==> config.mk <==
export PLATFORM = sky130hd
export DESIGN_NAME = csab_core_store
export DESIGN_NICKNAME = d
export VERILOG_FILES = /design/src/csab_pkg.sv /design/src/csab_core_store.sv
export SDC_FILE = /design/constraint.sdc
export NUM_CORES = 1
export LEC_CHECK = 0
export BUFFER_PORTS_ARGS = -buffer_cell sky130_fd_sc_hd__buf_2
export CORE_AREA = 2 2 326 167
export CTS_BUF_LIST = sky130_fd_sc_hd__clkbuf_8
export CTS_CLUSTER_SIZE = 8
export DETAILED_ROUTE_END_ITERATION = 8
export DIE_AREA = 0 0 328 169
export HOLD_SLACK_MARGIN = 0.05
export PLACE_DENSITY = 0.6
export SLEW_MARGIN = 30
export SYNTH_ARGS = -nofsm -noshare
export SYNTH_HDL_FRONTEND = slang
export SYNTH_SLANG_ARGS = --single-unit
==> constraint.sdc <==
create_clock -name i_clk -period 5.4 [get_ports i_clk]
set_input_delay 0.54 -clock i_clk [delete_from_list [all_inputs] [get_ports i_clk]]
set_output_delay 0.54 -clock i_clk [all_outputs]
set_load 0.1 [all_outputs]
==> src/csab_pkg.sv <==
// shared constants and carrier types of the core store address and bit-plane block
package csab_pkg;

  // ----------------------------------------------------------------
  // widths
  // ----------------------------------------------------------------
  localparam int ADDR_W   = 15;  // full storage address
  localparam int STAGE_W  = 14;  // stages per bank address register
  localparam int WORD_W   = 48;  // bits per stored word
  localparam int NBANK    = 2;   // even bank 0, odd bank 1
  localparam int NDRV     = 8;   // drivers per axis
  localparam int NDIV     = 16;  // diverters per axis

  // ----------------------------------------------------------------
  // stage positions used by the translators (stage n = bit n)
  // ----------------------------------------------------------------
  localparam int V_DRV_HI = 1;   // vertical driver, high stage
  localparam int V_DRV_MD = 8;
  localparam int V_DRV_LO = 7;
  localparam int H_DRV_HI = 2;   // horizontal driver, high stage
  localparam int H_DRV_MD = 14;
  localparam int H_DRV_LO = 13;
  localparam int V_DIV_LS = 3;   // vertical diverter, stages 03..06
  localparam int H_DIV_LS = 9;   // horizontal diverter, stages 09..12

  // ----------------------------------------------------------------
  // timing
  // ----------------------------------------------------------------
  localparam int CLK_NS     = 10;    // clock period
  localparam int DUMMY_NS   = 6200;  // dummy load off time
  localparam int SAMPLE_NS  = 1600;  // least delay into read drive
  localparam int DUMMY_CYC  = DUMMY_NS / CLK_NS;
  localparam int SAMPLE_CYC = (SAMPLE_NS + CLK_NS - 1) / CLK_NS;

  // ----------------------------------------------------------------
  // register map, byte addresses
  // ----------------------------------------------------------------
  localparam logic [7:0] OFS_CTRL  = 8'h00;
  localparam logic [7:0] OFS_STAT  = 8'h04;
  localparam logic [7:0] OFS_BANK0 = 8'h08;
  localparam logic [7:0] OFS_BANK1 = 8'h0C;
  localparam logic [7:0] OFS_WB_LO = 8'h10;
  localparam logic [7:0] OFS_WB_HI = 8'h14;
  localparam logic [7:0] OFS_REFS  = 8'h18;
  localparam logic [1:0] RESP_OK   = 2'h0;
  localparam logic [1:0] RESP_ERR  = 2'h2;
  localparam logic       CTRL_RST  = 1'b1;  // loads accepted after reset

  // ----------------------------------------------------------------
  // bus carriers
  // ----------------------------------------------------------------
  typedef struct packed {
    logic        awvalid;
    logic [7:0]  awaddr;
    logic        wvalid;
    logic [31:0] wdata;
    logic [3:0]  wstrb;
    logic        bready;
    logic        arvalid;
    logic [7:0]  araddr;
    logic        rready;
  } csab_axi_req_s;

  typedef struct packed {
    logic        awready;
    logic        wready;
    logic        bvalid;
    logic [1:0]  bresp;
    logic        arready;
    logic        rvalid;
    logic [31:0] rdata;
    logic [1:0]  rresp;
  } csab_axi_rsp_s;

endpackage
==> src/csab_core_store.sv <==
// address hold, driver/diverter translation and bit-plane data path
`timescale 1ns/1ps
// Operation
// - fourteen-stage bank register only holds address
// - three load commands fill bank register
// - preset loads address 00000 to 00007
// - copies are forced, no prior clear
// - vertical driver from stages 01, 07, 08
// - horizontal driver from stages 02, 13, 14
// - driver is strobe-low term AND pair term
// - one driver per axis, read and write
// - dummy load off 6.2 us per reference
// - dummy window need not match drivers
// - vertical diverter from stages 03 to 06
// - horizontal diverter from stages 09 to 12
// - diverter is low pair AND high pair
// - read strobe routes sense into bank rank
// - write strobe routes operand into bank rank
// - capture loads write-back, operand or control
// - read out first half, write second
// - inhibit each zero bit during write drive
// - read clears word, write-back always follows
// - sense sampled late in read drive
// - address bit zero picks bank, rest stored
module csab_core_store (
  input  wire logic                   i_clk,
  input  wire logic                   i_sys_rst,
  input  wire csab_pkg::csab_axi_req_s i_axi,
  output csab_pkg::csab_axi_rsp_s     o_axi,
  input  wire logic                   i_load_instr,
  input  wire logic [14:0]            i_instr_addr,
  input  wire logic                   i_load_prog,
  input  wire logic [14:0]            i_prog_addr,
  input  wire logic                   i_load_preset,
  input  wire logic [2:0]             i_preset_sel,
  input  wire logic                   i_ref_write,
  input  wire logic                   i_read_drive,
  input  wire logic                   i_write_drive,
  input  wire logic                   i_dummy_drive,
  input  wire logic                   i_read_strobe,
  input  wire logic                   i_write_strobe,
  input  wire logic [3:0]             i_quad_sel,
  input  wire logic [47:0]            i_sense,
  input  wire logic [47:0]            i_operand,
  input  wire logic                   i_capture,
  input  wire logic                   i_cap_to_op,
  input  wire logic                   i_cap_to_ctl,
  output logic [15:0]                 o_vdrv_rd,
  output logic [15:0]                 o_vdrv_wr,
  output logic [15:0]                 o_hdrv_rd,
  output logic [15:0]                 o_hdrv_wr,
  output logic [31:0]                 o_vdiv,
  output logic [31:0]                 o_hdiv,
  output logic                        o_dummy_en,
  output logic [47:0]                 o_inhibit,
  output logic [47:0]                 o_word,
  output logic                        o_op_load,
  output logic                        o_ctl_load,
  output logic                        o_busy
);
  import csab_pkg::*;

  // ----------------------------------------------------------------
  // state
  // ----------------------------------------------------------------
  logic [14:1]       s_reg [NBANK];   // bank address registers
  logic [WORD_W-1:0] inv_reg [NBANK]; // inverter ranks
  logic [WORD_W-1:0] wb_reg;          // write-back word
  logic              busy_reg;        // reference in progress
  logic              bank_reg;        // bank of this reference
  logic              wref_reg;        // reference is a write
  logic              wd_q_reg;        // write drive, last cycle
  logic              dd_q_reg;        // dummy drive, last cycle
  logic [9:0]        dmy_cnt_reg;     // dummy-off countdown
  logic [7:0]        rd_cnt_reg;      // cycles into read drive
  logic              en_reg;          // software load enable
  logic [31:0]       refs_reg;        // finished references

  // ----------------------------------------------------------------
  // load selection
  // ----------------------------------------------------------------
  wire ld_req  = i_load_instr | i_load_prog | i_load_preset;
  // a second load is refused until write-back ends
  wire ld_go   = ld_req & en_reg & ~busy_reg;
  // one source wins; instruction first, then program, then preset
  wire [14:0] ld_addr = i_load_instr ? i_instr_addr :
                        i_load_prog  ? i_prog_addr  :
                        {12'h000, i_preset_sel};
  wire ld_bank = ld_addr[0];
  wire wd_fall = wd_q_reg & ~i_write_drive;
  wire dd_rise = i_dummy_drive & ~dd_q_reg;

  // ----------------------------------------------------------------
  // bank address registers: forced copy, no clear pulse
  // ----------------------------------------------------------------
  always_ff @(posedge i_clk) begin
    if (i_sys_rst) begin
      s_reg[0] <= '0;
      s_reg[1] <= '0;
    end else if (ld_go) begin
      s_reg[ld_bank] <= ld_addr[14:1];
    end
  end

  // ----------------------------------------------------------------
  // reference tracking
  // ----------------------------------------------------------------
  // a reference ends only at the close of write drive, so the
  // destructive read is always followed by its restore
  always_ff @(posedge i_clk) begin
    if (i_sys_rst) begin
      busy_reg <= 1'b0;
      bank_reg <= 1'b0;
      wref_reg <= 1'b0;
      refs_reg <= '0;
    end else if (ld_go) begin
      busy_reg <= 1'b1;
      bank_reg <= ld_bank;
      wref_reg <= i_ref_write;
    end else if (busy_reg && wd_fall) begin
      busy_reg <= 1'b0;
      refs_reg <= refs_reg + 32'h0000_0001;
    end
  end

  // edge history of the sequence strobes
  always_ff @(posedge i_clk) begin
    if (i_sys_rst) begin
      wd_q_reg <= 1'b0;
      dd_q_reg <= 1'b0;
    end else begin
      wd_q_reg <= i_write_drive;
      dd_q_reg <= i_dummy_drive;
    end
  end

  // ----------------------------------------------------------------
  // dummy load: on when idle, off a fixed time per reference
  // ----------------------------------------------------------------
  // the window runs from the dummy drive, not from the drivers;
  // the supply tolerates the mismatch
  always_ff @(posedge i_clk) begin
    if (i_sys_rst) begin
      dmy_cnt_reg <= '0;
    end else if (busy_reg && dd_rise) begin
      dmy_cnt_reg <= 10'(DUMMY_CYC);
    end else if (dmy_cnt_reg != 10'h000) begin
      dmy_cnt_reg <= dmy_cnt_reg - 10'h001;
    end
  end

  // ----------------------------------------------------------------
  // late-sample gate: cycles since read drive rose
  // ----------------------------------------------------------------
  always_ff @(posedge i_clk) begin
    if (i_sys_rst || !i_read_drive) begin
      rd_cnt_reg <= '0;
    end else if (rd_cnt_reg != 8'hFF) begin
      rd_cnt_reg <= rd_cnt_reg + 8'h01; // saturates
    end
  end
  // early capture would catch half-select noise, so it is ignored
  wire late_ok = rd_cnt_reg >= 8'(SAMPLE_CYC);
  wire cap_go  = i_capture & i_read_drive & late_ok & busy_reg;
  wire rd_ref  = cap_go & ~wref_reg;

  // ----------------------------------------------------------------
  // per-bank translators and inverter ranks
  // ----------------------------------------------------------------
  logic [NDRV-1:0] vrd_n [NBANK];
  logic [NDRV-1:0] vwr_n [NBANK];
  logic [NDRV-1:0] hrd_n [NBANK];
  logic [NDRV-1:0] hwr_n [NBANK];
  logic [NDIV-1:0] vdv_n [NBANK];
  logic [NDIV-1:0] hdv_n [NBANK];

  genvar b, k;
  generate
    for (b = 0; b < NBANK; b++) begin : g_bank
      // low-stage terms, before the drive strobe is applied
      wire [1:0] vlo = {s_reg[b][V_DRV_LO], ~s_reg[b][V_DRV_LO]};
      wire [1:0] hlo = {s_reg[b][H_DRV_LO], ~s_reg[b][H_DRV_LO]};
      wire [1:0] vpr = {s_reg[b][V_DRV_HI], s_reg[b][V_DRV_MD]};
      wire [1:0] hpr = {s_reg[b][H_DRV_HI], s_reg[b][H_DRV_MD]};
      wire [3:0] vdv = s_reg[b][V_DIV_LS+3:V_DIV_LS];
      wire [3:0] hdv = s_reg[b][H_DIV_LS+3:H_DIV_LS];
      wire       act = busy_reg & (bank_reg == b);
      for (k = 0; k < NDRV; k++) begin : g_drv
        // pair term 00X..11X against upper two bits of k
        wire vp = (vpr == k[2:1]);
        wire hp = (hpr == k[2:1]);
        assign vrd_n[b][k] = act & i_read_drive  & vlo[k%2] & vp;
        assign vwr_n[b][k] = act & i_write_drive & vlo[k%2] & vp;
        assign hrd_n[b][k] = act & i_read_drive  & hlo[k%2] & hp;
        assign hwr_n[b][k] = act & i_write_drive & hlo[k%2] & hp;
      end
      for (k = 0; k < NDIV; k++) begin : g_div
        // low pair XX00..XX11 with high pair 00XX..11XX
        wire vl = (vdv[1:0] == k[1:0]);
        wire vh = (vdv[3:2] == k[3:2]);
        wire hl = (hdv[1:0] == k[1:0]);
        wire hh = (hdv[3:2] == k[3:2]);
        assign vdv_n[b][k] = act & vl & vh;
        assign hdv_n[b][k] = act & hl & hh;
      end

      // inverter rank: sense on read, operand on write
      wire rd_in = act & i_read_strobe & (|i_quad_sel) & ~wref_reg;
      wire wr_in = act & i_write_strobe & wref_reg;
      always_ff @(posedge i_clk) begin
        if (i_sys_rst) begin
          inv_reg[b] <= '0;
        end else if (rd_in) begin
          inv_reg[b] <= i_sense;
        end else if (wr_in) begin
          inv_reg[b] <= i_operand;
        end
      end
    end
  endgenerate

  // ----------------------------------------------------------------
  // write-back word, inhibit and outward word
  // ----------------------------------------------------------------
  // first half reads into the rank and write-back word, second
  // half writes that word back under inhibit
  always_ff @(posedge i_clk) begin
    if (i_sys_rst) begin
      wb_reg     <= '0;
      o_word     <= '0;
      o_op_load  <= 1'b0;
      o_ctl_load <= 1'b0;
    end else begin
      if (cap_go) begin
        wb_reg <= inv_reg[bank_reg];
      end
      if (rd_ref) begin
        o_word <= inv_reg[bank_reg];
      end
      o_op_load  <= rd_ref & i_cap_to_op;
      o_ctl_load <= rd_ref & i_cap_to_ctl;
    end
  end

  // ----------------------------------------------------------------
  // registered select outputs
  // ----------------------------------------------------------------
  always_ff @(posedge i_clk) begin
    if (i_sys_rst) begin
      o_vdrv_rd  <= '0;
      o_vdrv_wr  <= '0;
      o_hdrv_rd  <= '0;
      o_hdrv_wr  <= '0;
      o_vdiv     <= '0;
      o_hdiv     <= '0;
      o_inhibit  <= '0;
      o_dummy_en <= 1'b1;
      o_busy     <= 1'b0;
    end else begin
      o_vdrv_rd  <= {vrd_n[1], vrd_n[0]};
      o_vdrv_wr  <= {vwr_n[1], vwr_n[0]};
      o_hdrv_rd  <= {hrd_n[1], hrd_n[0]};
      o_hdrv_wr  <= {hwr_n[1], hwr_n[0]};
      o_vdiv     <= {vdv_n[1], vdv_n[0]};
      o_hdiv     <= {hdv_n[1], hdv_n[0]};
      // every zero bit inhibited while write drive is on
      o_inhibit  <= (busy_reg & i_write_drive) ? ~wb_reg : '0;
      o_dummy_en <= (dmy_cnt_reg == 10'h000);
      o_busy     <= busy_reg;
    end
  end

  // ----------------------------------------------------------------
  // AXI4-Lite slave: write channel
  // ----------------------------------------------------------------
  logic       aw_hold_reg;  // address taken, waiting for data
  logic [7:0] aw_addr_reg;
  logic       w_hold_reg;   // data taken, waiting for address
  logic [31:0] w_data_reg;
  logic [3:0]  w_strb_reg;

  wire aw_take = i_axi.awvalid & o_axi.awready;
  wire w_take  = i_axi.wvalid & o_axi.wready;
  wire aw_have = aw_hold_reg | aw_take;
  wire w_have  = w_hold_reg | w_take;
  wire [7:0]  wa   = aw_hold_reg ? aw_addr_reg : i_axi.awaddr;
  wire [31:0] wd   = w_hold_reg ? w_data_reg : i_axi.wdata;
  wire [3:0]  ws   = w_hold_reg ? w_strb_reg : i_axi.wstrb;
  wire wr_do = aw_have & w_have & ~o_axi.bvalid;
  wire wa_ok = (wa == OFS_CTRL) | (wa == OFS_STAT) | (wa == OFS_BANK0)
             | (wa == OFS_BANK1) | (wa == OFS_WB_LO) | (wa == OFS_WB_HI)
             | (wa == OFS_REFS);

  // ----------------------------------------------------------------
  // AXI4-Lite slave: read data selection
  // ----------------------------------------------------------------
  logic [31:0] rd_mux;
  logic        ra_ok;
  always_comb begin
    ra_ok  = 1'b1;
    case (i_axi.araddr)
      OFS_CTRL:  rd_mux = {31'h0000_0000, en_reg};
      OFS_STAT:  rd_mux = {29'h0000_0000, wref_reg, bank_reg, busy_reg};
      OFS_BANK0: rd_mux = {17'h0_0000, s_reg[0], 1'b0};
      OFS_BANK1: rd_mux = {17'h0_0000, s_reg[1], 1'b1};
      OFS_WB_LO: rd_mux = wb_reg[31:0];
      OFS_WB_HI: rd_mux = {16'h0000, wb_reg[47:32]};
      OFS_REFS:  rd_mux = refs_reg;
      default: begin
        rd_mux = '0;
        ra_ok  = 1'b0;
      end
    endcase
  end

  // one process for both channels: one driver for the response
  always_ff @(posedge i_clk) begin
    if (i_sys_rst) begin
      o_axi.arready <= 1'b1;
      o_axi.rvalid  <= 1'b0;
      o_axi.rdata   <= '0;
      o_axi.rresp   <= RESP_OK;
      aw_hold_reg   <= 1'b0;
      w_hold_reg    <= 1'b0;
      aw_addr_reg   <= '0;
      w_data_reg    <= '0;
      w_strb_reg    <= '0;
      o_axi.awready <= 1'b1;
      o_axi.wready  <= 1'b1;
      o_axi.bvalid  <= 1'b0;
      o_axi.bresp   <= RESP_OK;
      en_reg        <= CTRL_RST;
    end else begin
      if (wr_do) begin
        // both halves present: commit and answer
        aw_hold_reg   <= 1'b0;
        w_hold_reg    <= 1'b0;
        o_axi.awready <= 1'b0;
        o_axi.wready  <= 1'b0;
        o_axi.bvalid  <= 1'b1;
        o_axi.bresp   <= wa_ok ? RESP_OK : RESP_ERR;
        if (wa == OFS_CTRL && ws[0]) begin
          en_reg <= wd[0];
        end
      end else begin
        if (aw_take) begin
          aw_hold_reg   <= 1'b1;
          aw_addr_reg   <= i_axi.awaddr;
          o_axi.awready <= 1'b0;
        end
        if (w_take) begin
          w_hold_reg   <= 1'b1;
          w_data_reg   <= i_axi.wdata;
          w_strb_reg   <= i_axi.wstrb;
          o_axi.wready <= 1'b0;
        end
        if (o_axi.bvalid && i_axi.bready) begin
          o_axi.bvalid  <= 1'b0;
          o_axi.awready <= 1'b1;
          o_axi.wready  <= 1'b1;
        end
      end
      // read channel: answer on the same edge that takes the address
      if (i_axi.arvalid && o_axi.arready) begin
        o_axi.arready <= 1'b0;
        o_axi.rvalid  <= 1'b1;
        o_axi.rdata   <= rd_mux;
        o_axi.rresp   <= ra_ok ? RESP_OK : RESP_ERR;
      end else if (o_axi.rvalid && i_axi.rready) begin
        o_axi.rvalid  <= 1'b0;
        o_axi.arready <= 1'b1;
      end
    end
  end

endmodule

Word-level counts from Yosys, hierarchy flattened
Memory sizes are Yosys's and may differ from the RTL's. A register that Yosys moved wholly into a read port is not among the register bits.
Index checks and enable logic that the tools add are counted.
Widths: inputs -> output; s select.
{"block": "totals", "elab_cells": 397, "mem_bits_rw": 124, "mem_count": 2, "output_inout_bits": 269, "inputBits": 204, "register_bits": 385}
{"block": "classes", "order_cmp": 1, "addsub": 3, "mux": 47, "bitwise_logic": 219, "n_reduce_logical": 40, "n_eq_ne": 49}
{"memory": "inv_reg", "words": 2, "width": 48, "rd": 1, "rd_ports_with_merged_regs": 1, "write_ports": 2, "line": "csab_core_store.sv:67", "rtl": "logic [WORD_W-1:0] inv_reg [NBANK];"}
{"memory": "s_reg", "words": 2, "width": 14, "rd": 2, "rd_ports_with_merged_regs": 0, "write_ports": 2, "line": "csab_core_store.sv:66", "rtl": "logic [14:1] s_reg [NBANK];"}
{"operator": "$pmux 32 s7", "count": 1}
{"operator": "$mux 48", "count": 4}
{"operator": "$and 1x1->1", "count": 191}
{"operator": "$eq 2x2->1 const B", "count": 24}
{"operator": "$eq 8x5->1 const B", "count": 6}
{"operator": "$not 48->48", "count": 1}
{"operator": "$add 32x1->32 const B", "count": 1}
{"operator": "$eq 8x4->1 const B", "count": 4}
{"operator": "$mux 1", "count": 30}
{"operator": "$mux 15", "count": 2}
{"operator": "$eq 2x1->1 const B", "count": 12}
{"operator": "$logic_not 2->1", "count": 12}
{"operator": "$mux 10", "count": 2}
{"operator": "$eq 8x3->1 const B", "count": 2}
{"operator": "$logic_not 8->1", "count": 2}
{"operator": "$mux 14", "count": 1}
{"operator": "$or 1x1->1", "count": 14}
{"operator": "$reduce_or 14->1", "count": 1}
{"operator": "$not 1->1", "count": 13}
{"operator": "$logic_not 10->1", "count": 1}
{"operator": "$reduce_bool 10->1", "count": 1}
{"operator": "$sub 10x1->10 const B", "count": 1}
{"operator": "$add 8x1->8 const B", "count": 1}
{"operator": "$ge 8x8->1 const B", "count": 1}
{"operator": "other kinds (13)", "count": 31}

Logic depth before layout (Yosys ltp)
{"block": "depth", "word_depth": 10, "depth_mapped": 7, "mapped_depth_nobuf": 6}

Worst setup path after synthesis
No wires, ideal clock.
{"block": "synth_path", "kind": "in2reg", "startpoint": "in i_quad_sel[0]", "endpoint": "mem inv_reg[0][0] (enable)", "stages": 3, "slack_ns": 0.737, "setup_ns": 0.520, "n_path_buf": 0, "required_ns": 4.880, "arrival_time_ns": 4.143, "path_cell_list": "or4_1 -> nand3b_1 -> o21ai_0"}
{"element": "start: declaration", "line": "csab_core_store.sv:42", "rtl": "input wire logic [3:0] i_quad_sel,"}
{"element": "end: declaration", "line": "csab_core_store.sv:67"}

==> results.txt <==
----------------------------------------------------
[Power and ir drop]
  Total power divided by cell area ... 343 mW/mm²
  Net switching power ... 2250 µW
  Net switching fraction of the power ... 28.0%
  Relative contribution of combinational cells to total power ... 11.3%
  Clock network fraction of total power ... between 30% and 40%
  Peak supply drop ... 0.140 mV
  Internal ... 5780 µW
  Static leakage ... 0.00962 µW
  Register share of total power ... 51.7%

[Synthesis]
  Post-synthesis cell type count ... 62
  Post-synth EDFFs ... roughly 120
  Commonest register cell after synthesis ... sky130_fd_sc_hd__dfxtp_1
  Register bit count reported by yosys ... 508
  Post-synthesis cell area ... roughly 0.019 mm²
  Average cell area after synthesis ... 10.2 µm²
  Count of synthesis-stage warnings from yosys ... 0
  Sequential cell area fraction in the yosys report ... 59.4%
  Mux contribution to synthesized area ... 5.42%
  Dominant combinational cell family by area after synthesis ... simple AND/OR/NAND/NOR gates
  Cells after Synth ... 1879
  Simple-gate share of the synthesized area ... between 10% and 20%
  Share of synthesized cell area in full adder, half adder and majority cells ... less than 1%
  Synthesized-area fraction occupied by xor and xnor cells ... 0.821%
  Proportion of synthesized flip-flops having asynchronous set or reset ... 0%
  Compound-Gate Fraction of Synth Area ... 13.0%

[Status]
  Run status ... finished, final reports clean

[Clock tree]
  H-tree depth reported by CTS ... 3
  Clock buffer depth ... 3
  Clock latency on the worst-skew pair ... between 0.6 and 0.7 ns
  Cell at the root of the clock tree ... sky130_fd_sc_hd__clkbuf_8
  Cts repair resizes ... 0
  TritonCTS clock tree ... built
  Clock-pin slew of the registers on the worst-case setup and hold paths ... 0.06 ns
  Clock tree sinks ... 508
  Post-CTS Hold Buffers ... 0
  Setup repair bufs after CTS ... 0
  TritonCTS Buffers ... 78

[Setup path]
  Data arrival, critical path ... 3.59 ns
  Cell class contributing the biggest share of worst-path delay ... buffers and inverters
  Crit-path most repeated cell ... sky130_fd_sc_hd__buf_4
  Worst path slowest cell ... sky130_fd_sc_hd__dfxtp_1
  Startpoint-to-endpoint class of the critical path ... register to register
  Startpoint type of the worst setup path ... register
  Largest fanout on the critical path ... 49
  Highest cell delay on the worst timing path ... 0.64 ns
  Buf+Inv Stages, Crit Path ... 2
  Sort of element at the end of the critical path ... register
  Critical path, cell by cell ... nand2b_1, nor3_2, buf_4, nor2_1, o21ai_4, buf_4
  Critical Path RT ... 5.66 ns

[Timing]
  Post-route setup TNS ... 0 ns
  Setup repair after global routing missed its margin ... no
  Number of max-slew violations in the final report ... 0
  Setup skew after layout ... 0.0264 ns
  Tightest slew margin relative to the limit ... about a third
  Share of the clock period used by the worst path after layout ... 61.7%
  Post-Route Hold Slack ... 0.140 ns
  Worst Max-Slew Pin Slew ... approximately 1 ns
  Setup violators final ... 0
  Timing-limited maximum frequency ... 0.300 GHz
  Time the final worst path needs with I/O delays and setup ... 3.33 ns
  Final-report hold violation count ... 0

[Global route]
  Overall fraction of global-route tracks in use ... 21.8%
  Pin count of the biggest net entering global routing ... 81
  Antenna violations before repair ... 5
  Via count of the first global-routing pass ... roughly 15000
  Residual overflow from global routing ... 0
  Global-route wire length before repair ... 91900 µm

[Floorplanning]
  Initial Util ... between 30 and 40%
  Core area ... 0.0528 mm²
  Total number of placement rows ... 60
  Full die area ... 0.0554 mm²
  Top-Level Pins ... ~470
  Die boundary height ... about 170 µm
  Die width ... approximately 330 µm

[Placed design]
  Sum of net half-perimeters after detailed placement ... 44000 µm
  Final estimated routing congestion in global placement ... 0.842
  Port Buf Inserts ... around 440
  Number of cells in the design after placement ... 2924

[Hold path]
  Hold crit path type ... primary input to register

[Finish]
  Number of fill cells ... 4985
  Share of cells above drive strength 1 ... 25.4%
  Signed area change from the synthesized netlist to the final layout ... 22.1%
  Flip-flop count of the largest register, all copies and words added ... 96
  Final instance count without filler cells ... 3062
  Post-layout net count ... roughly 2500

[Detailed routing]
  Routed vias ... 15900
  DRC violation total after the first TritonRoute iteration ... 1306
  Final routed wire length divided by cell count ... 20.3 µm
  Vias per Instance ... 5.20
  ANT nets after route ... 0
  Drt first pass iters ... 5
  Post-Route WL ... roughly 62000 µm
  DRC Markers ... 0

[Flow run]
  Max-Cap Viols ... 0

----------------------------------------------------
==> cells by family after synthesis <==
group                      count (synthesis)
and+or+nand+nor                          751
DFF                                      508
AOI/OAI and AO/OA                        356
buffers and inverters                    137
muxes                                    103
xor gates and xnor gates                  18
adders and majority gates                  5
other                                      1
==> Yosys cell counts (all sizes together), types with 16 or more instances <==
cell type  number  area (µm²)
a22o           54         473
or3            16         100
edfxtp        124        3720
o31ai          19         143
dfxtp         384        7690
buf            37         186
clkbuf         85         319
o21ai          33         203
a21oi          87         435
nor3           19         100
nand3          28         140
nand2         166         623
mux2i          96         961
or4            22         165
nor2          372        1400
nand3b         26         195
a211oi        102         766
==> final timing paths <==
check                           cells after the start  slack, ns   startpoint        endpoint
worst max-delay path                                6       2.07     busy_reg  inv_reg[0][22]
worst min-delay path                                2       0.14  i_cap_to_op       o_op_load
worst max register to register                      6       2.07     busy_reg  inv_reg[0][22]
worst min register to register                      1       0.45    wb_reg[5]    o_inhibit[5]
==> layout by cell type, fill, tap and decap left out, types with 26 or more instances in the layout <==
master | Yosys | routed
sky130_fd_sc_hd__edfxtp_1 | 124 | 124
sky130_fd_sc_hd__a21oi_1 | 87 | 86
sky130_fd_sc_hd__nand2_1 | 166 | 165
sky130_fd_sc_hd__nand3b_1 | 26 | 26
sky130_fd_sc_hd__nand3_1 | 28 | 28
sky130_fd_sc_hd__mux2i_1 | 96 | 96
sky130_fd_sc_hd__clkbuf_8 | 0 | 89
sky130_fd_sc_hd__a22o_1 | 54 | 54
sky130_fd_sc_hd__inv_1 | 15 | 48
sky130_fd_sc_hd__nor2_1 | 372 | 371
sky130_fd_sc_hd__buf_2 | 20 | 435
sky130_fd_sc_hd__a211oi_1 | 102 | 102
sky130_fd_sc_hd__dfxtp_1 | 384 | 383
==> power by group through the flow <==
stage               Sequential (µW)  Clock (µW)  Combinational (µW)
floorplan                      4400           0                 441
finish                         4150        2970                 909
CTS                            4160        3060                 896
detailed placement             4240           0                 893
global placement               4230           0                 871
global route                   4170        3230                 975
==> worst reg2reg max path, delay by kind of cell, from the launching register on <==
family,cells,cell delay (ns)
buf+inv,2,1.25
simple gates,3,0.95
flops,1,0.64
compound gates,1,0.09
==> final cells by class <==
type	instances	area, µm²	area share [%]
timing repair buffer	456	2370	10.1
clock inverter	41	174	0.742
sequential	508	11400	48.7
clock buffer	88	1210	5.17
tap	713	892	3.81
antenna	6	15.0	0.0641
multi-input combinational	1235	7290	31.1
inverter	15	56.3	0.240
==> layer usage <==
metal / track usage [%] / up-vias / part of all wire [%]
met4: 8.20 / 0 / 2.9
met2: 33.4 / 568 / 45
met1: 30.0 / 7685 / 46
met5: 0 / - / 0
met3: 4.95 / 117 / 6.8
li1: - / 7555 / -
==> stage by stage <==
| stage | worst slack [ns] | instance area (µm²) | power, µW | utilization (%) |
|---|---|---|---|---|
| finish | 2.07 | 23400 | 8030 | 44.4 |
| global route | 1.83 | 23400 | 8370 | 44.4 |
| CTS | 2.03 | 23400 | 8120 | 44.3 |
| detailed placement | 2.03 | 22000 | 5130 | 41.6 |
| global placement | 2.13 | 22000 | 5100 | 41.6 |
| floorplan | 0.737 | 19200 | 4840 | - |
No activity file was read; power rests on OpenSTA's default activity.
